**src/wdtu_map.svh**
```systemverilog
// Constants for the watchdog time-out unit: bit positions, ratios, timing.
// Assumes inclusion by the watchdog files only; definitions, no logic.
`ifndef WDTU_MAP_SVH
`define WDTU_MAP_SVH

// ****************************************************************
// Configuration word fields
// ****************************************************************
`define WDTU_CFG_POST_LSB 0
`define WDTU_CFG_POST_MSB 3
`define WDTU_CFG_PRE_BIT 4
`define WDTU_CFG_WINDOW_DISABLE_BIT 6
`define WDTU_CFG_FUSE_EN_BIT 7

// ****************************************************************
// Reset-control register bit positions
// ****************************************************************
`define WDTU_RCR_IDLE_BIT 2
`define WDTU_RCR_SLEEP_BIT 3
`define WDTU_RCR_TO_BIT 4
`define WDTU_RCR_SWEN_BIT 5

// ****************************************************************
// Prescaler ratios and timing
// ****************************************************************
`define WDTU_PRE_DIV_SMALL 8'd32
`define WDTU_PRE_DIV_LARGE 8'd128
`define WDTU_LOW_POWER_RC_OSC_KHZ 32
`define WDTU_BASE_MS_SMALL 1
`define WDTU_BASE_MS_LARGE 4
`define WDTU_POST_WIDTH 16

`endif

```
**src/wdtu_pkg.sv**
```systemverilog
// Types shared by the watchdog time-out unit files.
// Assumes wdtu_map.svh is compiled alongside.
package wdtu_pkg;
  // Power state as seen by the watchdog
  typedef enum logic [1:0] {
    WDTU_RUN = 2'b00,
    WDTU_SLEEP = 2'b01,
    WDTU_IDLE = 2'b10
  } wdtu_pwr_type;
endpackage : wdtu_pkg

```
**src/wdtu_prescaler.sv**
```systemverilog
// Prescaler: divides oscillator ticks by 32 or 128.
// Assumes osc_tick is a one-cycle enable at the oscillator rate.
`timescale 1ns/1ps
`default_nettype none
`include "wdtu_map.svh"
module wdtu_prescaler (
  // Clock and reset
  input wire logic clk_sys,
  input wire logic rst_n,
  // Control
  input wire logic clr,
  input wire logic run,
  input wire logic osc_tick,
  input wire logic div_large,
  // Output enable pulse
  output logic pre_tick
);
  import wdtu_pkg::*;

  // ****************************************************************
  // Divider
  // ****************************************************************
  logic [7:0] cnt_ff; // Ticks seen so far
  logic [7:0] nxt_cnt;
  logic [7:0] limit; // Terminal count
  logic nxt_tick;
  logic tick_ff;

  // Next-state: count oscillator ticks, wrap at limit
  always_comb begin
    limit = div_large ? `WDTU_PRE_DIV_LARGE : `WDTU_PRE_DIV_SMALL;
    nxt_cnt = cnt_ff;
    nxt_tick = 1'b0;
    if (clr) begin
      nxt_cnt = 8'h00;
    end else if (run && osc_tick) begin
      if (cnt_ff == limit - 8'h01) begin
        nxt_cnt = 8'h00;
        nxt_tick = 1'b1;
      end else begin
        nxt_cnt = cnt_ff + 8'h01;
      end
    end
  end

  // Register stage
  always_ff @(posedge clk_sys or negedge rst_n) begin
    if (!rst_n) begin
      cnt_ff <= 8'h00;
      tick_ff <= 1'b0;
    end else begin
      cnt_ff <= nxt_cnt;
      tick_ff <= nxt_tick;
    end
  end

  assign pre_tick = tick_ff;
endmodule : wdtu_prescaler
`default_nettype wire

```
**src/wdtu_postscaler.sv**
```systemverilog
// Postscaler: counts prescaler pulses up to 2**sel, flags window.
// Assumes pre_tick is one cycle wide.
`timescale 1ns/1ps
`default_nettype none
`include "wdtu_map.svh"
module wdtu_postscaler (
  // Clock and reset
  input wire logic clk_sys,
  input wire logic rst_n,
  // Control
  input wire logic clr,
  input wire logic pre_tick,
  input wire logic [3:0] post_sel,
  // Status
  output logic expire,
  output logic in_window
);
  import wdtu_pkg::*;

  // ****************************************************************
  // Counter
  // ****************************************************************
  logic [15:0] cnt_ff; // Prescaler periods elapsed
  logic [15:0] nxt_cnt;
  logic [16:0] ratio; // 1 to 32768
  logic [16:0] cnt_ext;
  logic nxt_expire;
  logic expire_ff;

  // Next-state: expire on the last prescaler period of the ratio
  always_comb begin
    ratio = 17'h00001 << post_sel;
    cnt_ext = {1'b0, cnt_ff};
    nxt_cnt = cnt_ff;
    nxt_expire = 1'b0;
    if (clr) begin
      nxt_cnt = 16'h0000;
    end else if (pre_tick) begin
      if (cnt_ext + 17'h00001 >= ratio) begin
        nxt_cnt = 16'h0000;
        nxt_expire = 1'b1;
      end else begin
        nxt_cnt = cnt_ff + 16'h0001;
      end
    end
  end

  always_ff @(posedge clk_sys or negedge rst_n) begin
    if (!rst_n) begin
      cnt_ff <= 16'h0000;
      expire_ff <= 1'b0;
    end else begin
      cnt_ff <= nxt_cnt;
      expire_ff <= nxt_expire;
    end
  end

  // Last quarter: elapsed*4 >= 3*ratio. With ratio 1 or 2 the count never
  // reaches three quarters of the period, so the window never opens and
  // every windowed clear is judged early (limitation).
  assign in_window = ({cnt_ext, 2'b00} >= ({2'b00, ratio} * 19'h00003));
  assign expire = expire_ff;
endmodule : wdtu_postscaler
`default_nettype wire

```
**src/wdtu_top.sv**
```systemverilog
// Watchdog time-out unit top: enables, clear sources, wake and reset.
// Assumes all inputs synchronous to clk_sys; osc_tick is a one-cycle
// enable at the low-power oscillator rate produced elsewhere.
`timescale 1ns/1ps
`default_nettype none
`include "wdtu_map.svh"
module wdtu_top (
  // Clock and reset
  input wire logic clk_sys,
  input wire logic rst_n,
  // Configuration word and oscillator
  input wire logic [7:0] watchdog_config_word,
  input wire logic osc_tick,
  // Core events, one-cycle pulses
  input wire logic watchdog_clear_instr,
  input wire logic power_save_instr,
  input wire logic power_save_idle,
  input wire logic power_save_exit,
  input wire logic clock_switch_done,
  // Software writes to reset-control bits
  input wire logic soft_enable_set,
  input wire logic soft_enable_clr,
  input wire logic timeout_flag_clr,
  input wire logic sleep_flag_clr,
  input wire logic idle_flag_clr,
  // Outputs
  output logic low_power_rc_osc_en,
  output logic watchdog_reset,
  output logic wake_request,
  output logic [7:0] reset_control_reg
);
  import wdtu_pkg::*;

  // ****************************************************************
  // Declarations
  // ****************************************************************
  wdtu_pwr_type pwr_ff, nxt_pwr; // Current power state
  logic swen_ff, nxt_swen; // Software enable
  logic to_ff, nxt_to; // Time-out flag
  logic slp_ff, nxt_slp; // Sleep status flag
  logic idl_ff, nxt_idl; // Idle status flag
  logic rst_ff, nxt_rst; // Watchdog reset pulse
  logic wake_ff, nxt_wake; // Wake pulse
  logic osc_en_ff, nxt_osc_en;
  logic enabled; // Watchdog running
  logic clr_all; // Clears prescaler and postscaler
  logic pre_tick;
  logic expire;
  logic in_window;
  logic early_clr; // Clear outside the window
  logic fuse_en;
  logic window_disable;

  assign fuse_en = watchdog_config_word[`WDTU_CFG_FUSE_EN_BIT];
  assign window_disable = watchdog_config_word[`WDTU_CFG_WINDOW_DISABLE_BIT];
  assign enabled = fuse_en | swen_ff;

  // Clear sources. Clear instruction only counts while running normally;
  // a watchdog reset also clears since it is a device reset.
  always_comb begin
    clr_all = 1'b0;
    if (clock_switch_done) begin
      clr_all = 1'b1;
    end
    if (power_save_instr || power_save_exit) begin
      clr_all = 1'b1;
    end
    if (watchdog_clear_instr && pwr_ff == WDTU_RUN) begin
      clr_all = 1'b1;
    end
    if (rst_ff || !enabled) begin
      clr_all = 1'b1;
    end
  end

  assign early_clr = watchdog_clear_instr && (pwr_ff == WDTU_RUN) &&
                     enabled && !window_disable && !in_window;

  // ****************************************************************
  // Counter chain
  // ****************************************************************
  wdtu_prescaler u_pre (
    .clk_sys(clk_sys),
    .rst_n(rst_n),
    .clr(clr_all),
    .run(enabled),
    .osc_tick(osc_tick),
    .div_large(watchdog_config_word[`WDTU_CFG_PRE_BIT]),
    .pre_tick(pre_tick)
  );

  wdtu_postscaler u_post (
    .clk_sys(clk_sys),
    .rst_n(rst_n),
    .clr(clr_all),
    .pre_tick(pre_tick),
    .post_sel(watchdog_config_word[`WDTU_CFG_POST_MSB:`WDTU_CFG_POST_LSB]),
    .expire(expire),
    .in_window(in_window)
  );

  // ****************************************************************
  // Status and event logic
  // ****************************************************************
  // Next values: flags set wins over software clear
  always_comb begin
    nxt_pwr = pwr_ff;
    nxt_swen = swen_ff;
    nxt_to = to_ff;
    nxt_slp = slp_ff;
    nxt_idl = idl_ff;
    nxt_rst = 1'b0;
    nxt_wake = 1'b0;
    nxt_osc_en = enabled;
    // Software enable bit
    if (soft_enable_set) begin
      nxt_swen = 1'b1;
    end else if (soft_enable_clr) begin
      nxt_swen = 1'b0;
    end
    // Status flags cleared by software after wake-up
    if (sleep_flag_clr) begin
      nxt_slp = 1'b0;
    end
    if (idle_flag_clr) begin
      nxt_idl = 1'b0;
    end
    if (timeout_flag_clr) begin
      nxt_to = 1'b0;
    end
    // Power state tracking
    if (power_save_instr && pwr_ff == WDTU_RUN) begin
      nxt_pwr = power_save_idle ? WDTU_IDLE : WDTU_SLEEP;
      if (power_save_idle) begin
        nxt_idl = 1'b1;
      end else begin
        nxt_slp = 1'b1;
      end
    end else if (power_save_exit) begin
      nxt_pwr = WDTU_RUN;
    end
    // Time-out handling
    if (expire && enabled && !rst_ff) begin
      nxt_to = 1'b1;
      if (pwr_ff != WDTU_RUN) begin
        nxt_wake = 1'b1;
        nxt_pwr = WDTU_RUN;
      end else begin
        nxt_rst = 1'b1;
      end
    end
    if (early_clr && !rst_ff) begin
      nxt_rst = 1'b1;
    end
    // A watchdog reset is a device reset: software enable drops
    if (rst_ff) begin
      nxt_swen = 1'b0;
      nxt_pwr = WDTU_RUN;
    end
  end

  // Register stage; async reset clears everything
  always_ff @(posedge clk_sys or negedge rst_n) begin
    if (!rst_n) begin
      pwr_ff <= WDTU_RUN;
      swen_ff <= 1'b0;
      to_ff <= 1'b0;
      slp_ff <= 1'b0;
      idl_ff <= 1'b0;
      rst_ff <= 1'b0;
      wake_ff <= 1'b0;
      osc_en_ff <= 1'b0;
    end else begin
      pwr_ff <= nxt_pwr;
      swen_ff <= nxt_swen;
      to_ff <= nxt_to;
      slp_ff <= nxt_slp;
      idl_ff <= nxt_idl;
      rst_ff <= nxt_rst;
      wake_ff <= nxt_wake;
      osc_en_ff <= nxt_osc_en;
    end
  end

  // ****************************************************************
  // Outputs
  // ****************************************************************
  assign low_power_rc_osc_en = osc_en_ff;
  assign watchdog_reset = rst_ff;
  assign wake_request = wake_ff;

  // Reset-control view: bits 2..5, others read zero
  always_comb begin
    reset_control_reg = 8'h00;
    reset_control_reg[`WDTU_RCR_IDLE_BIT] = idl_ff;
    reset_control_reg[`WDTU_RCR_SLEEP_BIT] = slp_ff;
    reset_control_reg[`WDTU_RCR_TO_BIT] = to_ff;
    reset_control_reg[`WDTU_RCR_SWEN_BIT] = swen_ff;
  end
endmodule : wdtu_top
`default_nettype wire

```
**config.mk**
```make
export PLATFORM = sky130hd
export DESIGN_NAME = wdtu_top
export DESIGN_NICKNAME = d
export VERILOG_FILES = /design/src/wdtu_pkg.sv /design/src/wdtu_prescaler.sv /design/src/wdtu_postscaler.sv /design/src/wdtu_top.sv
export VERILOG_INCLUDE_DIRS = /design/src
export SDC_FILE = /design/constraint.sdc
export NUM_CORES = 1
export LEC_CHECK = 0
export ABC_AREA = 1
export BUFFER_PORTS_ARGS = -buffer_cell sky130_fd_sc_hd__buf_2
export CAP_MARGIN = 20
export CORE_UTILIZATION = 30
export CTS_BUF_LIST = sky130_fd_sc_hd__clkbuf_16
export DETAILED_ROUTE_END_ITERATION = 12
export GPL_TIMING_DRIVEN = 0
export PLACE_DENSITY = 0.49
export SLEW_MARGIN = 40
export SYNTH_ARGS = -nofsm -noshare
export SYNTH_HDL_FRONTEND = slang
export SYNTH_SLANG_ARGS = --single-unit
```
**constraint.sdc**
```tcl
create_clock -name clk_sys -period 3.5 [get_ports clk_sys]
set_clock_uncertainty 0.1 [all_clocks]
set_input_delay 0.175 -clock clk_sys [delete_from_list [all_inputs] [get_ports clk_sys]]
set_output_delay 0.175 -clock clk_sys [all_outputs]
set_load 0.02 [all_outputs]
```
## After elaboration in Yosys (flattened, before gate mapping)

Index checks and enable logic that the tools add are counted.

| word-level totals | value |
|---|---|
| output and inout bits | 11 |
| logic and storage cells | 82 |
| register bits after elaboration | 35 |
| bits of input ports | 21 |

| operators by class | value |
|---|---|
| multiply operators | 1 |
| equality and inequality tests | 1 |
| order comparisons | 2 |
| bitwise logic cells | 1 |
| add/subtract/negate cells | 4 |
| shift operators | 1 |
| reduce and logical (&&, ||, !) cells | 21 |
| muxes and demuxes | 39 |

Operator list:

| kind | number |
|---|---|
| two-way mux 16 bit | 3 |
| two-way mux 8 bit | 4 |
| two-way mux 1 bit | 26 |
| >= comparator 18 x 19 -> 1 bit | 1 |
| multiplier 17 x 2 -> 19 bit, second input constant | 1 |
| adder 16 x 1 -> 17 bit, second input constant | 1 |
| >= comparator 17 bit | 1 |
| left shift 1 x 4 -> 17 bit, first input constant | 1 |
| adder 16 x 1 -> 16 bit, second input constant | 1 |
| two-way mux 2 bit | 6 |
| logical AND 1 bit | 9 |
| adder 8 x 1 -> 8 bit, second input constant | 1 |
| equality test 8 bit | 1 |
| nonzero test 2 bit | 4 |
| subtractor 8 x 1 -> 8 bit, second input constant | 1 |
| logical NOT 1 bit | 4 |
| nonzero test 3 bit | 1 |
| logical NOT 2 bit | 1 |
| logical OR 1 bit | 2 |
| OR 1 bit | 1 |

## Depth between registers and ports, before layout

| logic depth | value |
|---|---|
| depth after elaboration | 7 |
| depth in mapped cells | 22 |
| gate-level depth less buffers | 22 |

## By module

A second synthesis with hierarchy kept.

| second synthesis, totals | value |
|---|---|
| cell total of the unflattened synthesis | 637 |
| area total of the unflattened synthesis | 4182.8 µm² |

By module, submodules not included:

| module | times used | area each (µm²) | seq. area each (µm²) | cells each |
|---|---|---|---|---|
| wdtu_postscaler | 1 | 3174.3 | 425.4 | 505 |
| wdtu_prescaler | 1 | 538.0 | 225.2 | 75 |
| wdtu_top | 1 | 470.5 | 225.2 | 57 |

## Least setup slack after synthesis

Ideal clock, no wire load.

| timing | value |
|---|---|
| kind | register to register |
| start | register u_post.cnt_ff[0] |
| end | register u_post.expire_ff, in the netlist u_post.expire |
| setup slack | 0.734 ns |
| data arrival time | 2.593 ns |
| stages on the path, launching flop included | 17 |
| required time | 3.327 ns |
| library setup time | 0.073 ns |
| path buffers | 1 |
| period minus slack after synthesis | 2.766 ns |
| path through | dfrtp_1 ha_1 nand3_2 nor2_4 nand3_1 o21ai_0 nand2_1 ha_1 nand2_1 nor3_1 nand3_2 nor2_1 nor2_4 nand2_2 buf_6 nand2_1 nor2_1 |

| on the way | value |
|---|---|
| word-level cells in the longest chain between the ends | 5 |

Ends and longest elaborated chain:

| what | RTL line | text |
|---|---|---|
| from (decl) | wdtu_postscaler.sv:23 | `logic [15:0] cnt_ff;` |
| from (signal assigned) | wdtu_postscaler.sv:53 | `cnt_ff <= nxt_cnt;` |
| adder 16 x 1 -> 17 bit | wdtu_postscaler.sv:39 | `if (cnt_ext + 17'h00001 >= ratio) begin` |
| >= comparator 17 bit | wdtu_postscaler.sv:39 |  |
| two-way mux 1 bit | wdtu_postscaler.sv:39 |  |
| two-way mux 1 bit | wdtu_postscaler.sv:38 | `end else if (pre_tick) begin` |
| two-way mux 1 bit | wdtu_postscaler.sv:36 | `if (clr) begin` |
| named net u_post.nxt_expire | wdtu_postscaler.sv:27 | `logic nxt_expire;` |
| to (signal assigned) | wdtu_postscaler.sv:54 | `expire_ff <= nxt_expire;` |
| to (decl) | wdtu_postscaler.sv:28 | `logic expire_ff;` |

The timed path passes the listed nets, and every way through them passes these cells.
A chain may end at the register's enable or synchronous reset.

## Worst setup path after layout

Ends and elaborated chain as after synthesis.

==> results.sh <==
export IMPL_synth_top_cell_by_area="dfrtp_1"
export IMPL_avgRoutedWirePerCell_um=11.7
export IMPL_yosys_warnings=0
export IMPL_floorplan_die_height_um=114
export IMPL_synth_common_cells="135 x nand2_1, 76 x inv_1, 55 x nor2_1"
export IMPL_syn_avg_cell_area_um2=6.88
export IMPL_p_int_mw=0.770
export IMPL_synth_edf_count=0
export IMPL_power_frac_clock_pct=39.1
export IMPL_setup_violations=0
export IMPL_hpwl_um=7580
export IMPL_worstHoldStart="power_save_idle"
export IMPL_synth_area_leaders="dfrtp_1 23%, ha_1 17%, nand2_1 14%, inv_1 7.6%, nor2_1 5.5%"
export IMPL_r2r_end="u_post.expire"
export IMPL_reg2reg_from="u_post.cnt_ff[0]"
export IMPL_nNetsFinal=656
export IMPL_syn_area_um2=3750
export IMPL_clock_latency_ps=280
export IMPL_worstSetupEndpointType="flip-flop"
export IMPL_vias=3433
export IMPL_netSwitchingFraction_pct=30.2
export IMPL_switching_power_mw=0.334
export IMPL_io_buffer_count=25
export IMPL_hold_end="slp_ff"
export IMPL_gp_congestion=0.834
export IMPL_first_pass_iters=4
export IMPL_rows=40
export IMPL_ioPinCount=32
export IMPL_critPathSlowestCell="dfrtp_1"
export IMPL_cts_max_level=2
export IMPL_clk_path_buf_depth=2
export IMPL_coreArea_um2=12100
export IMPL_reg2reg_depth=16
export IMPL_gr_usage_all_layers_pct=14.3
export IMPL_antenna_found_initial=0
export IMPL_first_global_vias=3330
export IMPL_synth_seq_cells=35
export IMPL_grt_pass1_wl_um=14900
export IMPL_async_reset_ff_share_pct=100
export IMPL_status="finished clean"
export IMPL_fill_cells=1342
export IMPL_root_buffer="clkbuf_16"
export IMPL_drt_iter0_markers=142
export IMPL_synth_top_cell_area_share_pct=23.4
export IMPL_path_class="reg2reg"
export IMPL_ir_drop_uv=151
export IMPL_drc=0
export IMPL_drive_above_1_share_pct=13.2
export IMPL_required_ps=3610
export IMPL_dp_cells=741
export IMPL_cts_tree="done"
export IMPL_maxCapViolations=0
export IMPL_critPathMaxStageDelay_ps=530
export IMPL_clk_pin_slew_ps=60
export IMPL_hold_viol=0
export IMPL_rsz0062_at_grt="false"
export IMPL_seqCellArea_um2=876
export IMPL_worstPathMaxFanout=10
export IMPL_cp_cell_sequence="ha_1 > nand3_2 > nor2_4 > nand3_1 > o21ai_0 > nand2_1 > ha_1 > nand2_1 > nor3_1 > nand3_2 > nor2_1 > nor2_4 > nand2_2 > buf_6 > nand2_1 > nor2_1"
export IMPL_rrSetupSlack_ps=290
export IMPL_grt_max_degree=36
export IMPL_p_comb_share_pct=21.6
export IMPL_instances_no_fill=753
export IMPL_dieArea_um2=12900
export IMPL_area_delta_synth_final_pct=14.3
export IMPL_power_leakage_nw=2.23
export IMPL_drv_slew=0
export IMPL_synth_most_common_cell="nand2_1"
export IMPL_p_per_area_nw_per_um2=258
export IMPL_cts_hold_buffers_added=4
export IMPL_cp_common_cell="nand2_1"
export IMPL_postSynthCellCount=545
export IMPL_final_antenna_net_count=0
export IMPL_start_util_pct=31.0
export IMPL_cp_start_kind="flip-flop"
export IMPL_multi_input_area_um2=2480
export IMPL_arrival_ps=3310
export IMPL_synth_cell_types=36
export IMPL_fin_crit_sh_pct=91.6
export IMPL_grt_ovfl_total=0
export IMPL_fin_util_pct=35.4
export IMPL_min_path_cells=2
export IMPL_fin_crit_ps=3210
export IMPL_cts_made_buffers=5
export IMPL_hold_class="in2reg"
export IMPL_antenna_cells=0
export IMPL_final_cell_area_um2=4280
export IMPL_routed_wl_um=8840
export IMPL_via_per_inst=4.56
export IMPL_tns_ps=0
export IMPL_postPlaceCellArea_um2=4100
export IMPL_die_w_um=114
export IMPL_post_cts_buffers=0
export IMPL_ctsResizeCount=0
export IMPL_clock_sinks=35
export IMPL_clock_fmax_mhz=312
export IMPL_p_seq_share_pct=39.2
export IMPL_ys_seq_area_share_pct=23.4
export IMPL_synth_top_flop_cell="dfrtp_1"
worst max-delay path: cells and delay by family (launching register included):
family                     cells  cell delay [ps]
and+or+nand+nor               12             1570
AOI/OAI and AO/OA              1              180
buffers and inverters          1              170
DFF                            1              530
adders and majority gates      2              580
cells by family (layout without fill, tap and decap cells):
group           count (synthesis)  count (layout)  share of synthesized area (%)
fa+ha+maj                      51              51                           17.2
compound gates                 69              69                           10.7
flops                          35              35                           23.4
xor+xnor                       27              27                           6.31
buf+inv                        97             134                           10.9
other cells                     1               4                          0.100
simple gates                  265             265                           31.4
metal layers:
metal,GRT usage (%),wire [um]
met2,25.8,4150
met1,18.5,4410
met5,0,0
met4,3.03,77
met3,1.38,203
metrics by stage:
| stage | hold WS (ps) | power, mW | worst slack (ps) |
|---|---|---|---|
| floorplan | -221 | 0.608 | 734 |
| global placement | 207 | 0.675 | 93.9 |
| detailed placement | 211 | 0.679 | 13.5 |
| CTS | 22.0 | 1.12 | 238 |
| global route | 41.3 | 1.17 | 28.7 |
| finish | 28.8 | 1.10 | 293 |
cell usage in the layout, fill, tap and decap left out, types with 2 or more instances in the layout:
cell type        n
buf_2           26
dfrtp_1         35
xor2_1          15
o22ai_1          2
dlygate4sd3_1    4
nor2_1          55
a21oi_1         26
xnor2_1         12
o21ai_0         18
clkinvlp_4       2
a211oi_1         2
inv_2            9
nand2_2          4
nor3_1           7
nor2_4           5
inv_1           76
nand3_2          2
nand4_1         18
o21ai_2          9
nand2_1        135
conb_1           4
nand3_1         34
clkbuf_16        5
o21ai_1          6
buf_4           10
ha_1            50
state kept, by name, indices dropped and copies added (netlist names):
signal and flops:
swen_ff 1, u_post.cnt_ff 16, to_ff 1, low_power_rc_osc_en 1, wake_request 1, watchdog_reset 1
pwr_ff 2, u_pre.cnt_ff 8, slp_ff 1, u_post.expire 1, u_pre.pre_tick 1, idl_ff 1
area by class of cell:
cell class	instances	share of cell area, %
Tap cell	168	4.91
Sequential cell	35	20.4
Inverter	85	7.45
Clock inverter	3	0.467
Buffer	12	2.07
Clock buffer	5	2.92
Multi-Input combinational cell	416	57.8
Timing Repair Buffer	29	3.91
power by group through the flow:
stage | logic, mW | clock network (mW) | registers, mW
final | 0.239 | 0.432 | 0.433
after global routing | 0.272 | 0.461 | 0.435
after CTS | 0.243 | 0.445 | 0.433
after detailed placement | 0.239 | 0 | 0.440
after global placement | 0.235 | 0 | 0.440
after floorplan | 0.165 | 0 | 0.443
how the worst max path moves through the flow:
stage | endpoint | slack (ps) | from | depth (start not counted)
final | u_post.expire | 290 | u_post.cnt_ff[0] | 16
after global routing | watchdog_reset | 30 | watchdog_config_word[2] | 23
after CTS | u_post.expire | 240 | u_post.cnt_ff[0] | 16
after detailed placement | watchdog_reset | 10 | watchdog_config_word[2] | 23
after global placement | watchdog_reset | 90 | watchdog_config_word[2] | 23
after floorplan | u_post.expire | 730 | u_post.cnt_ff[0] | 16
(Power assumes the default switching activity.)
